===== src/logic/rxc_pkg.sv =====
// Constants, types and register map of the receiver mode control block
package rxc_pkg;

  // ----------------------------------------------------------------
  // Timing
  // ----------------------------------------------------------------
  localparam int CLK_PERIOD_NS = 8;
  localparam int AUTO_RX_DELAY_NS = 30_000_000;
  localparam int CFG_ENTRY_DELAY_NS = 1_500_000;
  localparam int CFG_TIMEOUT_NS = 20_000_000;
  localparam int AUTO_RX_CYC = (AUTO_RX_DELAY_NS + CLK_PERIOD_NS - 1) / CLK_PERIOD_NS;
  localparam int CFG_ENTRY_CYC = (CFG_ENTRY_DELAY_NS + CLK_PERIOD_NS - 1) / CLK_PERIOD_NS;
  localparam int CFG_TIMEOUT_CYC = (CFG_TIMEOUT_NS + CLK_PERIOD_NS - 1) / CLK_PERIOD_NS;
  localparam int TIMER_W = 22;

  // ----------------------------------------------------------------
  // Register map: index 0 is the lowest offset
  // ----------------------------------------------------------------
  localparam int NUM_REGS = 12;
  localparam int IDX_OM = 1;
  localparam int IDX_TS1 = 2;
  localparam int IDX_SX1 = 3;
  localparam int IDX_SX2 = 4;
  localparam int IDX_SX3 = 5;
  localparam int IDX_SX4 = 6;
  localparam int IDX_TS3 = 8;
  localparam int IDX_TS4 = 9;
  localparam int IDX_EXIT = 11;
  localparam logic [11:0][7:0] REG_ADDR = {8'h42, 8'h39, 8'h19, 8'h18,
    8'h17, 8'h15, 8'h14, 8'h13, 8'h12, 8'h11, 8'h10, 8'h05};
  localparam logic [11:0][7:0] REG_RST = {8'h00, 8'hc2, 8'h8d, 8'h74,
    8'h7f, 8'h65, 8'hf3, 8'hb7, 8'h2b, 8'hb5, 8'h00, 8'h07};
  localparam logic [11:0][7:0] REG_WMASK = {8'h01, 8'hff, 8'hff, 8'hff,
    8'hff, 8'h0f, 8'hff, 8'hff, 8'h7f, 8'hff, 8'h60, 8'hff};
  localparam int EXIT_BIT = 0;
  localparam int BAND_LSB = 5;
  localparam int FRAC_HI_W = 4;

  // Band field codes and band strap preset values
  localparam logic [1:0] BAND_315 = 2'h0;
  localparam logic [1:0] BAND_433 = 2'h1;
  localparam logic [1:0] BAND_868 = 2'h3;
  localparam logic [6:0] INT_315 = 7'h3e;
  localparam logic [19:0] FRAC_315 = 20'hf_5c28;
  localparam logic [7:0] TS1_868 = 8'hb6;
  localparam logic [7:0] TS3_868 = 8'hd0;
  localparam logic [7:0] TS4_868 = 8'h91;

  // Band strap pin as sensed: grounded, floating, tied to supply
  localparam logic [1:0] STRAP_GND = 2'h0;
  localparam logic [1:0] STRAP_FLOAT = 2'h1;
  localparam logic [1:0] STRAP_VDD = 2'h2;

  // ----------------------------------------------------------------
  // Types
  // ----------------------------------------------------------------
  typedef enum logic [3:0] {
    MODE_OFF = 4'b0001,
    MODE_SLEEP = 4'b0010,
    MODE_RX = 4'b0100,
    MODE_CFG = 4'b1000
  } rxc_mode_t;

  typedef enum logic [4:0] {
    I2C_IDLE = 5'b00001,
    I2C_ADDR = 5'b00010,
    I2C_PTR = 5'b00100,
    I2C_WR = 5'b01000,
    I2C_RD = 5'b10000
  } rxc_i2c_t;

  typedef struct packed {
    logic [1:0] band_sel;
    logic [6:0] int_code;
    logic [19:0] frac_code;
    logic [5:0][7:0] tuning;
  } rxc_cfg_t;

endpackage : rxc_pkg


===== src/logic/rxc_top.sv =====
// Mode sequencer and I2C configuration slave of the OOK receiver
`timescale 1ns/1ps
module rxc_top #(
  parameter int AUTO_RX_CYCLES = rxc_pkg::AUTO_RX_CYC,
  parameter int CFG_ENTRY_CYCLES = rxc_pkg::CFG_ENTRY_CYC,
  parameter int CFG_TIMEOUT_CYCLES = rxc_pkg::CFG_TIMEOUT_CYC,
  parameter logic FOUR_BAND = 1'b1,
  parameter logic [6:0] SLAVE_ADDR = 7'h50,
  parameter logic [6:0] INT_868 = 7'h36,
  parameter logic [19:0] FRAC_868 = 20'h0_0000
) (
  input wire logic core_clk,
  input wire logic srst,
  input wire logic scl_in,
  input wire logic sda_in,
  output logic sda_out,
  output logic sda_oe,
  input wire logic [1:0] band_strap,
  input wire logic demod_data,
  output rxc_pkg::rxc_mode_t op_mode,
  output logic osc_enable,
  output logic synth_enable,
  output logic rx_enable,
  output logic pullup_enable,
  output rxc_pkg::rxc_cfg_t cfg
);

  // ----------------------------------------------------------------
  // Pin synchronisers
  // ----------------------------------------------------------------
  logic scl_s1, scl_s2, scl_s3;
  logic sda_s1, sda_s2, sda_s3;
  logic dem_s1, dem_s2;
  logic [1:0] strap_s1, strap_s2;

  always_ff @(posedge core_clk) begin
    scl_s1 <= scl_in;
    scl_s2 <= scl_s1;
    scl_s3 <= scl_s2;
    sda_s1 <= sda_in;
    sda_s2 <= sda_s1;
    sda_s3 <= sda_s2;
    dem_s1 <= demod_data;
    dem_s2 <= dem_s1;
    strap_s1 <= band_strap;
    strap_s2 <= strap_s1;
  end

  wire scl_rise = scl_s2 & ~scl_s3;
  wire scl_fall = ~scl_s2 & scl_s3;
  wire scl_hi = scl_s2 & scl_s3;
  wire start_det = ~sda_s2 & sda_s3 & scl_hi;
  wire stop_det = sda_s2 & ~sda_s3 & scl_hi;

  // ----------------------------------------------------------------
  // Register file
  // ----------------------------------------------------------------
  logic [7:0] regs [rxc_pkg::NUM_REGS];
  logic [rxc_pkg::NUM_REGS-1:0] ptr_hit;
  logic [7:0] ptr;
  logic [7:0] rd_data;
  logic wr_en;
  logic [7:0] wr_data;
  logic [rxc_pkg::NUM_REGS-1:0][7:0] preset;
  logic auto_load;
  logic leave_cfg;

  for (genvar i = 0; i < rxc_pkg::NUM_REGS; i++) begin : g_hit
    assign ptr_hit[i] = (ptr == rxc_pkg::REG_ADDR[i]);
  end

  // Unmapped pointer reads as zero
  always_comb begin
    rd_data = 8'h00;
    for (int i = 0; i < rxc_pkg::NUM_REGS; i++) begin
      rd_data = rd_data | (ptr_hit[i] ? regs[i] : 8'h00);
    end
  end

  wire exit_req = regs[rxc_pkg::IDX_EXIT][rxc_pkg::EXIT_BIT];
  wire strap_ok = !(strap_s2 == rxc_pkg::STRAP_VDD && !FOUR_BAND);

  // Channel preset applied on automatic entry into receive
  always_comb begin
    preset = rxc_pkg::REG_RST;
    unique case (strap_s2)
      rxc_pkg::STRAP_GND: begin
        preset[rxc_pkg::IDX_OM] = {1'b0, rxc_pkg::BAND_315, 5'h00};
        preset[rxc_pkg::IDX_SX1] = {1'b0, rxc_pkg::INT_315};
        preset[rxc_pkg::IDX_SX2] = rxc_pkg::FRAC_315[7:0];
        preset[rxc_pkg::IDX_SX3] = rxc_pkg::FRAC_315[15:8];
        preset[rxc_pkg::IDX_SX4][3:0] = rxc_pkg::FRAC_315[19:16];
      end
      rxc_pkg::STRAP_VDD: begin
        preset[rxc_pkg::IDX_OM] = {1'b0, rxc_pkg::BAND_868, 5'h00};
        preset[rxc_pkg::IDX_SX1] = {1'b0, INT_868};
        preset[rxc_pkg::IDX_SX2] = FRAC_868[7:0];
        preset[rxc_pkg::IDX_SX3] = FRAC_868[15:8];
        preset[rxc_pkg::IDX_SX4][3:0] = FRAC_868[19:16];
        preset[rxc_pkg::IDX_TS1] = rxc_pkg::TS1_868;
        preset[rxc_pkg::IDX_TS3] = rxc_pkg::TS3_868;
        preset[rxc_pkg::IDX_TS4] = rxc_pkg::TS4_868;
      end
      default: begin
        preset[rxc_pkg::IDX_OM] = {1'b0, rxc_pkg::BAND_433, 5'h00};
      end
    endcase
  end

  // Contents survive sleep: only reset, the strap preset, the slave and the exit-bit clear on leaving configuration change them
  for (genvar i = 0; i < rxc_pkg::NUM_REGS; i++) begin : g_reg
    wire [7:0] mask = rxc_pkg::REG_WMASK[i];
    wire [7:0] merged = (regs[i] & ~mask) | (wr_data & mask);
    wire clr_exit = (i == rxc_pkg::IDX_EXIT) && leave_cfg;
    always_ff @(posedge core_clk) begin
      if (srst) begin
        regs[i] <= rxc_pkg::REG_RST[i];
      end else if (auto_load) begin
        regs[i] <= preset[i];
      end else if (wr_en && ptr_hit[i]) begin
        regs[i] <= merged;
      end else if (clr_exit) begin
        regs[i] <= 8'h00;
      end
    end
  end

  // ----------------------------------------------------------------
  // Operating mode sequencer
  // ----------------------------------------------------------------
  rxc_pkg::rxc_mode_t mode, next_mode;
  logic [rxc_pkg::TIMER_W-1:0] timer, next_timer;
  logic wake_pend, next_wake_pend;

  wire auto_done = timer == rxc_pkg::TIMER_W'(AUTO_RX_CYCLES - 1);
  wire entry_done = timer == rxc_pkg::TIMER_W'(CFG_ENTRY_CYCLES - 1);
  wire tmo_done = timer == rxc_pkg::TIMER_W'(CFG_TIMEOUT_CYCLES - 1);

  always_comb begin
    next_mode = mode;
    next_timer = timer + 1'b1;
    next_wake_pend = wake_pend;
    leave_cfg = 1'b0;
    unique case (mode)
      rxc_pkg::MODE_OFF: begin
        if (auto_done) begin
          next_timer = '0;
          // receive only if the clock pin is sensed low and the strap is allowed, else sleep
          if (!scl_s2 && strap_ok) begin
            next_mode = rxc_pkg::MODE_RX;
          end else begin
            next_mode = rxc_pkg::MODE_SLEEP;
          end
        end
      end
      rxc_pkg::MODE_SLEEP: begin
        if (!wake_pend) begin
          next_timer = '0;
        end
        if (wake_pend && entry_done) begin
          next_mode = rxc_pkg::MODE_CFG;
          next_wake_pend = 1'b0;
          next_timer = '0;
        end else if (!wake_pend && scl_fall && !sda_s2) begin
          next_wake_pend = 1'b1;
        end else if (!wake_pend && scl_fall) begin
          next_mode = rxc_pkg::MODE_RX;
        end
      end
      rxc_pkg::MODE_RX: begin
        next_timer = '0;
      end
      rxc_pkg::MODE_CFG: begin
        if (!scl_s2) begin
          next_timer = '0;
        end
        if ((stop_det && exit_req) || (scl_s2 && tmo_done)) begin
          next_mode = rxc_pkg::MODE_SLEEP;
          next_timer = '0;
          leave_cfg = 1'b1;
        end
      end
      default: begin
        next_mode = rxc_pkg::MODE_OFF;
        next_timer = '0;
      end
    endcase
  end

  assign auto_load = (mode == rxc_pkg::MODE_OFF) &&
                     (next_mode == rxc_pkg::MODE_RX);

  always_ff @(posedge core_clk) begin
    if (srst) begin
      mode <= rxc_pkg::MODE_OFF;
      timer <= '0;
      wake_pend <= 1'b0;
    end else begin
      mode <= next_mode;
      timer <= next_timer;
      wake_pend <= next_wake_pend;
    end
  end

  // ----------------------------------------------------------------
  // I2C slave, active only in configuration state
  // ----------------------------------------------------------------
  rxc_pkg::rxc_i2c_t i2c_st, next_i2c_st;
  logic [3:0] bit_cnt, next_bit_cnt;
  logic [7:0] shreg, next_shreg;
  logic [7:0] next_ptr;
  logic ack_ph, next_ack_ph;
  logic drv_low, next_drv_low;

  wire addr_match = shreg[7:1] == SLAVE_ADDR;
  wire byte_done = bit_cnt == 4'h8;

  always_comb begin
    next_i2c_st = i2c_st;
    next_bit_cnt = bit_cnt;
    next_shreg = shreg;
    next_ptr = ptr;
    next_ack_ph = ack_ph;
    next_drv_low = drv_low;
    wr_en = 1'b0;
    wr_data = shreg;
    if (mode != rxc_pkg::MODE_CFG) begin
      next_i2c_st = rxc_pkg::I2C_IDLE;
      next_ack_ph = 1'b0;
      next_drv_low = 1'b0;
    end else if (start_det) begin
      next_i2c_st = rxc_pkg::I2C_ADDR;
      next_bit_cnt = 4'h0;
      next_ack_ph = 1'b0;
      next_drv_low = 1'b0;
    end else if (stop_det) begin
      next_i2c_st = rxc_pkg::I2C_IDLE;
      next_drv_low = 1'b0;
    end else if (scl_rise && i2c_st != rxc_pkg::I2C_IDLE) begin
      if (!ack_ph) begin
        next_shreg = {shreg[6:0], sda_s2};
        next_bit_cnt = bit_cnt + 1'b1;
      end else if (i2c_st == rxc_pkg::I2C_RD && sda_s2) begin
        next_i2c_st = rxc_pkg::I2C_IDLE;
      end
    end else if (scl_fall && i2c_st != rxc_pkg::I2C_IDLE) begin
      if (ack_ph) begin
        next_ack_ph = 1'b0;
        next_bit_cnt = 4'h0;
        next_drv_low = 1'b0;
        if (i2c_st == rxc_pkg::I2C_RD) begin
          next_shreg = rd_data;
          next_ptr = ptr + 1'b1;
          next_drv_low = ~rd_data[7];
        end
      end else if (byte_done) begin
        next_ack_ph = 1'b1;
        next_drv_low = 1'b1;
        unique case (i2c_st)
          rxc_pkg::I2C_ADDR: begin
            if (addr_match) begin
              next_i2c_st = shreg[0] ? rxc_pkg::I2C_RD : rxc_pkg::I2C_PTR;
            end else begin
              next_i2c_st = rxc_pkg::I2C_IDLE;
              next_ack_ph = 1'b0;
              next_drv_low = 1'b0;
            end
          end
          rxc_pkg::I2C_PTR: begin
            next_ptr = shreg;
            next_i2c_st = rxc_pkg::I2C_WR;
          end
          rxc_pkg::I2C_WR: begin
            wr_en = 1'b1;
            next_ptr = ptr + 1'b1;
          end
          rxc_pkg::I2C_RD: begin
            next_drv_low = 1'b0;
          end
          rxc_pkg::I2C_IDLE: begin
            next_ack_ph = 1'b0;
            next_drv_low = 1'b0;
          end
        endcase
      end else if (i2c_st == rxc_pkg::I2C_RD) begin
        next_drv_low = ~shreg[7];
      end
    end
  end

  always_ff @(posedge core_clk) begin
    if (srst) begin
      i2c_st <= rxc_pkg::I2C_IDLE;
      bit_cnt <= 4'h0;
      shreg <= 8'h00;
      ptr <= 8'h00;
      ack_ph <= 1'b0;
      drv_low <= 1'b0;
    end else begin
      i2c_st <= next_i2c_st;
      bit_cnt <= next_bit_cnt;
      shreg <= next_shreg;
      ptr <= next_ptr;
      ack_ph <= next_ack_ph;
      drv_low <= next_drv_low;
    end
  end

  // ----------------------------------------------------------------
  // Outputs
  // ----------------------------------------------------------------
  wire nx_rx = next_mode == rxc_pkg::MODE_RX;
  wire nx_cfg = next_mode == rxc_pkg::MODE_CFG;

  always_ff @(posedge core_clk) begin
    if (srst) begin
      op_mode <= rxc_pkg::MODE_OFF;
      osc_enable <= 1'b0;
      synth_enable <= 1'b0;
      rx_enable <= 1'b0;
      pullup_enable <= 1'b1;
      sda_out <= 1'b0;
      sda_oe <= 1'b0;
    end else begin
      op_mode <= next_mode;
      osc_enable <= nx_rx | nx_cfg;
      synth_enable <= nx_rx;
      rx_enable <= nx_rx;
      pullup_enable <= ~nx_rx;
      sda_out <= nx_rx & dem_s2;
      sda_oe <= nx_rx | (nx_cfg & next_drv_low);
    end
  end

  // Field view of the register flops for the analog side
  assign cfg.band_sel = regs[rxc_pkg::IDX_OM][rxc_pkg::BAND_LSB +: 2];
  assign cfg.int_code = regs[rxc_pkg::IDX_SX1][6:0];
  assign cfg.frac_code = {regs[rxc_pkg::IDX_SX4][rxc_pkg::FRAC_HI_W-1:0],
    regs[rxc_pkg::IDX_SX3], regs[rxc_pkg::IDX_SX2]};
  assign cfg.tuning = {regs[10], regs[9], regs[8], regs[7], regs[2],
    regs[0]};

  // ----------------------------------------------------------------
  // Checks
  // ----------------------------------------------------------------
  logic [rxc_pkg::TIMER_W-1:0] up_cnt;
  always_ff @(posedge core_clk) begin
    if (srst) begin
      up_cnt <= '0;
    end else if (up_cnt != '1) begin
      up_cnt <= up_cnt + 1'b1;
    end
  end

  AST_SLEEP_QUIET: assert property (@(posedge core_clk) disable iff (srst)
    op_mode == rxc_pkg::MODE_SLEEP |-> !osc_enable && !rx_enable && !synth_enable)
    else $error("oscillator or receiver running in sleep");
  AST_RX_DATA: assert property (@(posedge core_clk) disable iff (srst)
    mode == rxc_pkg::MODE_RX && $past(mode) == rxc_pkg::MODE_RX
    |=> sda_oe && sda_out == $past(dem_s2))
    else $error("demodulated data not on data pin");
  AST_EXIT_CLEARS: assert property (@(posedge core_clk) disable iff (srst)
    $fell(mode == rxc_pkg::MODE_CFG) |-> mode == rxc_pkg::MODE_SLEEP && !exit_req)
    else $error("exit bit not cleared on leaving configuration");
  AST_AUTO_TIME: assert property (@(posedge core_clk) disable iff (srst)
    mode == rxc_pkg::MODE_RX && $past(mode) == rxc_pkg::MODE_OFF
    |-> up_cnt == rxc_pkg::TIMER_W'(AUTO_RX_CYCLES))
    else $error("auto receive entered at wrong time");
  AST_RX_STAYS: assert property (@(posedge core_clk) disable iff (srst)
    mode == rxc_pkg::MODE_RX |=> mode == rxc_pkg::MODE_RX [*4])
    else $error("receive state left without power loss");
  AST_PULLUP: assert property (@(posedge core_clk) disable iff (srst)
    pullup_enable != (op_mode == rxc_pkg::MODE_RX))
    else $error("pull-up state does not match mode");
  AST_START_ADDR: assert property (@(posedge core_clk) disable iff (srst)
    mode == rxc_pkg::MODE_CFG && next_mode == rxc_pkg::MODE_CFG && start_det
    |=> i2c_st == rxc_pkg::I2C_ADDR && bit_cnt == 4'h0)
    else $error("start not followed by address phase");
  AST_ADDR_ACK: assert property (@(posedge core_clk) disable iff (srst)
    mode == rxc_pkg::MODE_CFG && i2c_st == rxc_pkg::I2C_ADDR && scl_fall &&
    byte_done && addr_match && !ack_ph && !start_det && !stop_det
    |=> sda_oe && !sda_out)
    else $error("address byte not acknowledged");
  AST_CFG_ENTRY: assert property (@(posedge core_clk) disable iff (srst)
    $rose(mode == rxc_pkg::MODE_CFG) |-> $past(wake_pend)
    && $past(timer) == rxc_pkg::TIMER_W'(CFG_ENTRY_CYCLES - 1))
    else $error("configuration entered without the entry delay");
  AST_TIMEOUT: assert property (@(posedge core_clk) disable iff (srst)
    mode == rxc_pkg::MODE_CFG |-> timer < rxc_pkg::TIMER_W'(CFG_TIMEOUT_CYCLES))
    else $error("configuration outlived clock-high timeout");
  AST_RESERVED: assert property (@(posedge core_clk) disable iff (srst)
    (regs[rxc_pkg::IDX_OM] & ~rxc_pkg::REG_WMASK[rxc_pkg::IDX_OM]) == 8'h00)
    else $error("reserved mode register bits changed");

endmodule : rxc_top


===== config.mk =====
export PLATFORM = sky130hd
export DESIGN_NAME = rxc_top
export DESIGN_NICKNAME = d
export VERILOG_FILES = /design/src/logic/rxc_pkg.sv /design/src/logic/rxc_top.sv
export SDC_FILE = /design/constraint.sdc
export NUM_CORES = 1
export LEC_CHECK = 0
export ABC_AREA = 1
export BUFFER_PORTS_ARGS = -buffer_cell sky130_fd_sc_hd__buf_2
export CAP_MARGIN = 20
export CORE_MARGIN = 2
export CORE_UTILIZATION = 53
export DETAILED_ROUTE_END_ITERATION = 6
export GPL_ROUTABILITY_DRIVEN = 1
export PLACE_DENSITY = 0.85
export SLEW_MARGIN = 20
export SYNTH_ARGS = -nofsm -noshare
export SYNTH_HDL_FRONTEND = slang
export SYNTH_SLANG_ARGS = --single-unit

===== constraint.sdc =====
create_clock -name core_clk -period 2.1 [get_ports core_clk]
set_input_delay 0 -clock core_clk [delete_from_list [all_inputs] [get_ports core_clk]]
set_output_delay 0 -clock core_clk [all_outputs]
set_load 0.02 [all_outputs]

Word level (Yosys, flattened, before mapping) --
Memory sizes are Yosys's and may differ from the RTL's. Index checks and enable logic that the tools add are counted.
Cells by class: bitwise gates (word level) 62, eq/ne operators 45, reductions and logical operators 45, shift operators 0, add/subtract/negate cells 3, multiply operators 0, divide/modulo/power cells 0, multiplexer cells 164, order comparisons 0
Operators by type and width (number):
- 2-to-1 mux 8 bit | 45
- 2-to-1 mux 22 bit | 5
- OR 8 bit | 11
- 2-to-1 mux 1 bit | 82
- equality test 8 x 5 -> 1 bit (second input constant) | 9
- one-hot mux 22 bit (3 select lines) | 1
- one-hot mux 28 bit (2 select lines) | 1
- equality test 22 bit (second input constant) | 2
- 2-to-1 mux 4 bit | 11
- 2-to-1 mux 5 bit | 8
- OR 1 bit | 27
- adder 22 x 1 -> 22 bit (second input constant) | 1
- equality test 22 x 18 -> 1 bit (second input constant) | 1
- logical AND 1 bit | 21
- OR 8 x 7 -> 8 bit | 2
- one-hot mux 4 bit (4 select lines) | 1
- one-hot mux 8 bit (2 select lines) | 1
- one-hot mux 7 bit (2 select lines) | 1
- 2-to-1 mux 13 bit | 1
- equality test 4 bit (second input constant) | 3
- AND reduction 6 bit | 2
- NOT 1 bit | 11
- one-hot mux 5 bit (2 select lines) | 1
- nonzero test 2 bit | 5
- 43 further kinds | 66
Word-level totals: memory bits (read-only) 0, logic and storage cells 345, register bits after elaboration 71, RAM bits 96, bits in latches 0, bits of input ports 7, memories kept 1
Memory list:
- regs | words 12, bits a word 8, read ports 12, clocked after memory_dff 0, wr ports 12, RTL line rxc_top.sv:58 | logic [7:0] regs [rxc_pkg::NUM_REGS];

Logic depth before layout (Yosys ltp) --
Gate-level depths: netlist of the first run.
word-level depth 23, depth in mapped cells 14, depth with buffers taken out 13

Least setup slack after synthesis of the first run --
OpenSTA, ideal clock, no wires.
path type register to register, start point register timer[0] (netlist bit), end point memory regs[0][0], enable pin, arrival 1.876 ns, setup slack -0.105 ns, buffers on the path 2, clock period less this slack 2.205 ns, cell stages (with the launch flop) 14, setup time 0.329 ns, cell sequence dfxtp_1 -> ha_1 -> nand2_1 -> nor2_2 -> inv_1 -> nor2_1 -> nand3_1 -> nand2_1 -> nand3_2 -> buf_4 -> nand2_1 -> inv_2 -> buf_2 -> nand2_1
RTL lines:
- start, declared | RTL line rxc_top.sv:132 | logic [rxc_pkg::TIMER_W-1:0] timer, next_timer;
- start signal, assigned | RTL line rxc_top.sv:200 | timer <= next_timer;
- end, declared | RTL line rxc_top.sv:58

==> results of run 1 <==
-- metrics by stage --
stage / util [%] / setup slack (ps) / total power [W] / setup TNS, ps / instances
floorplan: - / 7.63 / 0.00332 / 0 / 997
detailed placement: 62.8 / -50.0 / 0.00341 / -782 / 1316
global placement: 62.8 / 28.5 / 0.00340 / 0 / 1316
finish: 69.3 / -69.9 / 0.00623 / -536 / 1369
global route: 69.3 / -137 / 0.00636 / -5120 / 1369
CTS: 67.5 / 16.1 / 0.00619 / 0 / 1355
-- logic make-up after synthesis --
| family | synth area share (%) |
|---|---|
| and+or+nand+nor | 35.4 |
| DFF | 49.8 |
| buffers and inverters | 6.79 |
| AOI/OAI and AO/OA | 5.36 |
| xor gates and xnor gates | 1.51 |
| adders and majority gates | 1.16 |
-- final cells by class --
class / count / area [sq um] / share of cell area [%]
clock buffer: 18 / 429 / 4.46
inverter: 112 / 423 / 4.40
multi-input combinational: 716 / 3490 / 36.3
tap: 180 / 225 / 2.34
clock inverter: 14 / 111 / 1.16
sequential: 149 / 3780 / 39.3
timing repair buffer: 180 / 1160 / 12.1
-- Yosys cell counts (3+ instances only) --
| library cell | number |
|---|---|
| nand2_2 | 6 |
| dfxtp_1 | 71 |
| nand4_1 | 30 |
| and3_1 | 3 |
| nor2_4 | 3 |
| nor2_2 | 10 |
| o21ai_0 | 37 |
| inv_1 | 103 |
| edfxtp_1 | 78 |
| ha_1 | 7 |
| nand2_1 | 313 |
| inv_2 | 8 |
| clkbuf_1 | 10 |
| a21oi_1 | 36 |
| nor3_1 | 15 |
| nor2_1 | 149 |
| buf_2 | 8 |
| xor2_1 | 11 |
| nand3_2 | 5 |
| nand3_1 | 71 |
-- routing by layer --
layer | vias up | GRT usage, % | wire length, um | part of all wire (%)
li1 | 3590 | - | - | -
met1 | 3555 | 40.0 | 8890 | 37
met2 | 567 | 49.1 | 11200 | 46
met3 | 109 | 10.2 | 3120 | 13
met4 | 0 | 15.1 | 1030 | 4.3
met5 | - | 0 | 0 | 0
-- layout by cell type, fill, tap and decap left out, types with 12 or more instances in the layout --
cell | synthesis | final
buf_2 | 8 | 93
nand4_1 | 30 | 30
nand2_1 | 313 | 296
nand3_1 | 71 | 69
a21oi_1 | 36 | 36
nand2_2 | 6 | 12
buf_4 | 2 | 76
inv_2 | 8 | 12
dfxtp_1 | 71 | 62
nor2_1 | 149 | 141
o21ai_0 | 37 | 36
clkbuf_16 | 0 | 17
edfxtp_1 | 78 | 78
nor3_1 | 15 | 15
inv_1 | 103 | 98
-- flip-flops by register name, indices dropped and copies added, names as in the netlist, 2 cells and up --
register / flops
i2c_st: 5
ptr: 8
strap_s1: 2
timer: 22
bit_cnt: 4
g.merged: 8
regs: 78
op_mode: 4
strap_s2: 2
-- worst register-to-register path, cell delays in order, from the launching register on --
cell     delay (ps)
dfxtp_2         350
ha_4            150
nand2_4          60
nor2_4          100
inv_2            70
nor2_4           80
nand4_1         170
nand3_4         180
buf_6           130
nand4_1         290
nand2_2         250
nand2_1          80
-- repair_timing --
| action | 4_1_cts | 5_1_grt |
|---|---|---|
| hold endpoints to repair | 5 | 0 |
| buffers inserted | 2 | 13 |
| gates resized for setup | 12 | 47 |
| gates cloned | 0 | 1 |
| hold buffers | 5 | 0 |
| pin swaps | 6 | 21 |
| endpoints found under the setup margin | 81 | 152 |
-- power by group --
group	leakage [nW]	internal, W	total (W)	switching (W)
Sequential	1.20	0.00311	0.00315	0.0000422
Combinational	2.62	0.0000799	0.000232	0.000152
Clock	0.256	0.00161	0.00285	0.00124
Total	4.07	0.00480	0.00623	0.00143
-- worst min-delay path by stage --
| stage | startpoint | to |
|---|---|---|
| 3_3_place_gp | scl_in | scl_s1$_DFF_P_ |
| 5_1_grt | srst | op_mode[3]$_SDFF_PP0_ |
| 3_5_place_dp | band_strap[0] | strap_s1[0]$_DFF_P_ |
| 2_1_floorplan | demod_data | dem_s1$_DFF_P_ |
| 6_report | srst | bit_cnt[1]$_SDFFE_PP0P_ |
| 4_1_cts | srst | bit_cnt[1]$_SDFFE_PP0P_ |
==> metrics.md, run 1 <==
| Metric | Value |
|---|---|
| Post-Place Cell Area | about 8700 sq um |
| Critical Path Sink | regs[1][1]$_DFFE_PP_ |
| Crit path kind | register to register |
| Die Height | approximately 120 um |
| Slowest-stage cell, CP | dfxtp_2 |
| WL/cell | approximately 18 um |
| Fin worst setup slack | -69.9 ps |
| Clock sinks | ~150 |
| Die area | around 15000 sq um |
| Synthesized area | 7560 sq um |
| Max Freq | around 460 MHz |
| Setup-failing EPs final | 18 |
| Fillers | approximately 1100 |
| Clock-pin slew on the worst setup and hold paths | about 60 ps |
| Ys async rst share | 0% |
| DR vias | roughly 8000 |
| RSZ-0062 raised after global routing | true |
| Setup slack, reg-to-reg | -70 ps |
| Crit. Startpoint | timer[1]$_SDFF_PP0_ |
| Post-synthesis instance total | about 1000 |
| Bufs and invs on worst path | 2 |
| Max VDD drop | between 0.5 and 0.6 mV |
| Fraction of layout cells with a size suffix above 1 | ~24% |
| Worst clock skew | 10.8 ps |
| DRT antenna net count | 0 |
| Ys flop type | edfxtp_1 |
| Synth area leader | edfxtp_1 |
| CP endpoint kind | register |
| Final net count | ~1200 |
| Cell Pwr Density | 648 nW/um^2 |
| Post-synth net total | 1011 |
| Worst slew pin tran | 603 ps |
| R2R Path End | regs[1][1]$_DFFE_PP_ |
| Chip Width | approximately 120 um |
| Via/cell ratio | ~5.7 |
| Max-slew headroom | approximately three fifths |
| Total congestion overflow | 0 |
| DRC viols | 0 |
| Initial antenna violation count | 0 |
| Crit share post-route | 103% |
| WP data required | 2290 ps |
| Tot GR Track Use | around a third |
| WHS Path Cells | 3 |
| Max FO, Critical Path | 5 |
| Site Rows | 43 |
| YS warnings | 0 |
| Top cell type's share of synthesized area | between 30 and 40% |
| Status | finished, violations left |
| Static leakage power | 4.07 nW |
| CTS tree | built |
| Hold Fails Final Rpt | 0 |
| CTS H-Tree Depth | 4 |
| Max-cap violation count | 0 |
| Final Instance Area | ~9600 sq um |
| Worst R2R Start | timer[1]$_SDFF_PP0_ |
| Clk Latency, worst-skew pair | around 440 ps |
| # IOs | 94 |
| Root buffer cell | clkbuf_16 |
| Largest net degree at the start of global routing | 21 |
| Num CTS Buffers | 17 |
| Crit-path max cell delay | 350 ps |
| Vias in the first global route | between 7000 and 8000 |
| Worst path top cell family by delay | simple AND/OR/NAND/NOR gates |
| Crit-path cells | ha_4 > nand2_4 > nor2_4 > inv_2 > nor2_4 > nand4_1 > nand3_4 > buf_6 > nand4_1 > nand2_2 > nand2_1 |
| Sequential cell area fraction in the yosys report | 49.8% |
| Worst Path Arrival | 2360 ps |
| First-pass GRT wire length | around 36000 um |
| Port Buf Inserts | 93 |
| Max Transition Viols Final | 0 |
| Worst R2R Path Depth | 11 |
| Core area | roughly 14000 sq um |
| Failing checks | negative setup slack |
| Final Critical Period | roughly 2200 ps |
| WHS | 28.3 ps |
| Hold Crit Class | input pin to register |
| RD Place Congestion | 1.03 |
| Post-synth EDFFs | 78 |
| Register bit total from synthesis | ~150 |
| DR pass1 iterations | 7 |
| CP Depth | 11 |
| Syn avg cell area | between 7 and 8 sq um |
| Max Root-Sink Buffers | 2 |
| Drt initial violations | roughly 940 |
| Initial Util | approximately 54% |
| HPWL Detailed | approximately 17000 um |
| Final wirelength | 24300 um |
| # diodes | 0 |
| Unique masters post-synth | 36 |
| Area grow syn2layout | 27.3% |
| Worst Setup Start Kind | register |
| Top cells by area, synth | edfxtp_1 (31%), dfxtp_1 (19%), nand2_1 (16%) |
No activity file was read; power rests on OpenSTA's default activity.
==> inputs of run 2 (changes only) <==
--- a/config.mk
+++ b/config.mk
@@ -13,6 +13,7 @@
 export DETAILED_ROUTE_END_ITERATION = 6
 export GPL_ROUTABILITY_DRIVEN = 1
 export PLACE_DENSITY = 0.85
+export SKIP_CTS_REPAIR_TIMING = 1
 export SLEW_MARGIN = 20
 export SYNTH_ARGS = -nofsm -noshare
 export SYNTH_HDL_FRONTEND = slang
==> constraint.sdc (replaced) <==
create_clock -name core_clk -period 2.1 [get_ports core_clk]
set_input_delay 0.105 -clock core_clk [delete_from_list [all_inputs] [get_ports core_clk]]
set_output_delay 0.105 -clock core_clk [all_outputs]
set_load 0.02 [all_outputs]
==> run 2 against run 1 <==
Fmax is 1.1% lower; register-to-register slack worse by 20 ps; the run ends with design-rule violations, negative setup slack left; clock power hardly changed; sequential share of layout area increased by 0.26 points; die area is the same; critical endpoint unchanged; first-iteration DRC count up 6.2%; clock skew is 1.5 ps lower; via count down 0.73%; count of clock-buffer cells in the layout is the same; cell count decreased by 0.58%.
==> metrics.md, run 2 (same netlist as run 1, synthesis figures left out) <==
| Metric | Value |
|---|---|
| HPWL Detailed | about 17000 um |
| Final net count | 1182 |
| Failing checks | design-rule violations, negative setup slack |
| Worst path top cell family by delay | simple AND/OR/NAND/NOR gates |
| Met2 wire length | around 11000 um |
| Commonest non-fill, non-tap cell in the layout | nand2_1 |
| Biggest regs | regs (78), timer (22) |
| # IOs | between 90 and 100 |
| DR vias | between 7000 and 8000 |
| Status | finished, violations left |
| Hold Crit Class | input pin to register |
| Combinational share of power | 3.5% |
| DRT antenna net count | 0 |
| Die area | between 15000 and 20000 sq um |
| Largest register FFs | 78 |
| Largest net degree at the start of global routing | 21 |
| Worst clock skew | 9.21 ps |
| Most frequent cells in the layout | nand2_1 (297), nor2_1 (141), inv_1 (98) |
| First-pass GRT wire length | between 30000 and 40000 um |
| Largest register by flop count | regs |
| Max VDD drop | 0.596 mV |
| Crit-path cells | ha_4 > nand2_4 > nor2_4 > inv_2 > nor2_4 > nand4_1 > nand3_4 > buf_6 > nand4_1 > nand2_2 > nand2_1 |
| Max-slew headroom | roughly 60% |
| Port Buf Inserts | 93 |
| Crit path kind | register to register |
| Cell Pwr Density | between 600 and 700 nW/um^2 |
| Crit share post-route | 105% |
| Fin worst setup slack | -94.7 ps |
| CP endpoint kind | register |
| WP data required | 2280 ps |
| Root buffer cell | clkbuf_16 |
| Max Root-Sink Buffers | 2 |
| Initial antenna violation count | 1 |
| Clock share of power | between 40% and 50% |
| Final wirelength | 23900 um |
| Via/cell ratio | roughly 5.7 |
| Setup slack, reg-to-reg | -90 ps |
| Worst Setup Start Kind | register |
| CTS tree | built |
| Num CTS Buffers | 17 |
| Max Freq | between 400 and 500 MHz |
| DRC viols | 4 |
| Clock-pin slew on the worst setup and hold paths | 60 ps |
| Hold Fails Final Rpt | 0 |
| DR pass1 iterations | 7 |
| RD Place Congestion | just over 1 |
| Static leakage power | 4.02 nW |
| Die Height | 123 um |
| Vias in the first global route | 7030 |
| Worst slew pin tran | roughly 600 ps |
| Power Internal | 0.00479 W |
| Clock sinks | approximately 150 |
| Tot GR Track Use | a little under a third |
| Core area | between 10000 and 15000 sq um |
| Area grow syn2layout | 26.3% |
| Met1 wire length | around 8800 um |
| Final Critical Period | approximately 2200 ps |
| Bufs and invs on worst path | 2 |
| Pre-CTS setup slack | -50.0 ps |
| Initial Util | between 50% and 60% |
| Metal3 WL | between 2000 and 3000 um |
| # diodes | 0 |
| Finished Core Util | 68.8% |
| Switching share of power | 22.9% |
| Total congestion overflow | 0 |
| Max-cap violation count | 0 |
| Net Sw Power | roughly 0.0014 W |
| Clk Latency, worst-skew pair | approximately 440 ps |
| CTS H-Tree Depth | 4 |
| Crit-path max cell delay | between 300 and 400 ps |
| Sequential Power Share | between 50% and 60% |
| Fraction of layout cells with a size suffix above 1 | 23.6% |
| Worst Path Arrival | roughly 2400 ps |
| Drt initial violations | between 900 and 1000 |
| Max FO, Critical Path | 5 |
| Chip Width | roughly 120 um |
| Slowest-stage cell, CP | dfxtp_2 |
| Max Transition Viols Final | 0 |
| Top Layer Used | met4 |
| WHS | between 100 and 150 ps |
| Site Rows | 43 |
| RSZ-0062 raised after global routing | true |
| Setup-failing EPs final | 14 |
| WL/cell | ~18 um |
## run 2: cell count changes in the layout (fill, tap and decap cells not counted), sizes merged
cell	delta
buf	-8
clkinvlp	+1
inv	-1
## run 2: worst register-to-register path: cells and delay by family, from the launching register on
| family | cells | cell delay [ps] |
|---|---|---|
| buf+inv | 2 | 190 |
| fa+ha+maj | 1 | 150 |
| flops | 1 | 350 |
| simple gates | 8 | 1250 |
## run 2: worst paths after layout
| path | startpoint | endpoint | cells past startpoint |
|---|---|---|---|
| setup / recovery | timer[1]$_SDFF_PP0_ | regs[1][1]$_DFFE_PP_ | 11 |
| hold / removal | srst | op_mode[1]$_SDFF_PP0_ | 3 |
| setup reg to reg | timer[1]$_SDFF_PP0_ | regs[1][1]$_DFFE_PP_ | 11 |
| hold reg to reg | strap_s1[0]$_DFF_P_ | strap_s2[0]$_DFF_P_ | 0 |
## run 2: final cells by class
class | count | area, sq um
tap | 180 | 225
clock inverter | 14 | 111
timing repair buffer | 172 | 1090
sequential | 149 | 3770
clock buffer | 18 | 429
fill | 1081 | 4330
inverter | 112 | 427
multi-input combinational | 716 | 3490
## run 2: per-stage QoR
step,cells,instance area (sq um),setup TNS [ps],power (W)
CTS,1348,9260,-2120,0.00617
global placement,1316,8720,0,0.00340
global route,1361,9550,-3840,0.00634
floorplan,997,7630,0,0.00332
detailed placement,1316,8720,-782,0.00341
finish,1361,9550,-919,0.00621
## run 2: power by group through the flow
stage | registers, W | clock network [W] | logic [W]
6_report | 0.00315 | 0.00285 | 0.000215
5_1_grt | 0.00315 | 0.00296 | 0.000233
4_1_cts | 0.00314 | 0.00283 | 0.000202
3_5_place_dp | 0.00320 | 0 | 0.000200
3_3_place_gp | 0.00320 | 0 | 0.000196
2_1_floorplan | 0.00324 | 0 | 0.0000809
## run 2: layer usage
layer,up-vias,track usage (%)
li1,3581,-
met1,3521,39.9
met2,540,49.0
met3,122,9.73
met4,0,13.8
met5,-,0
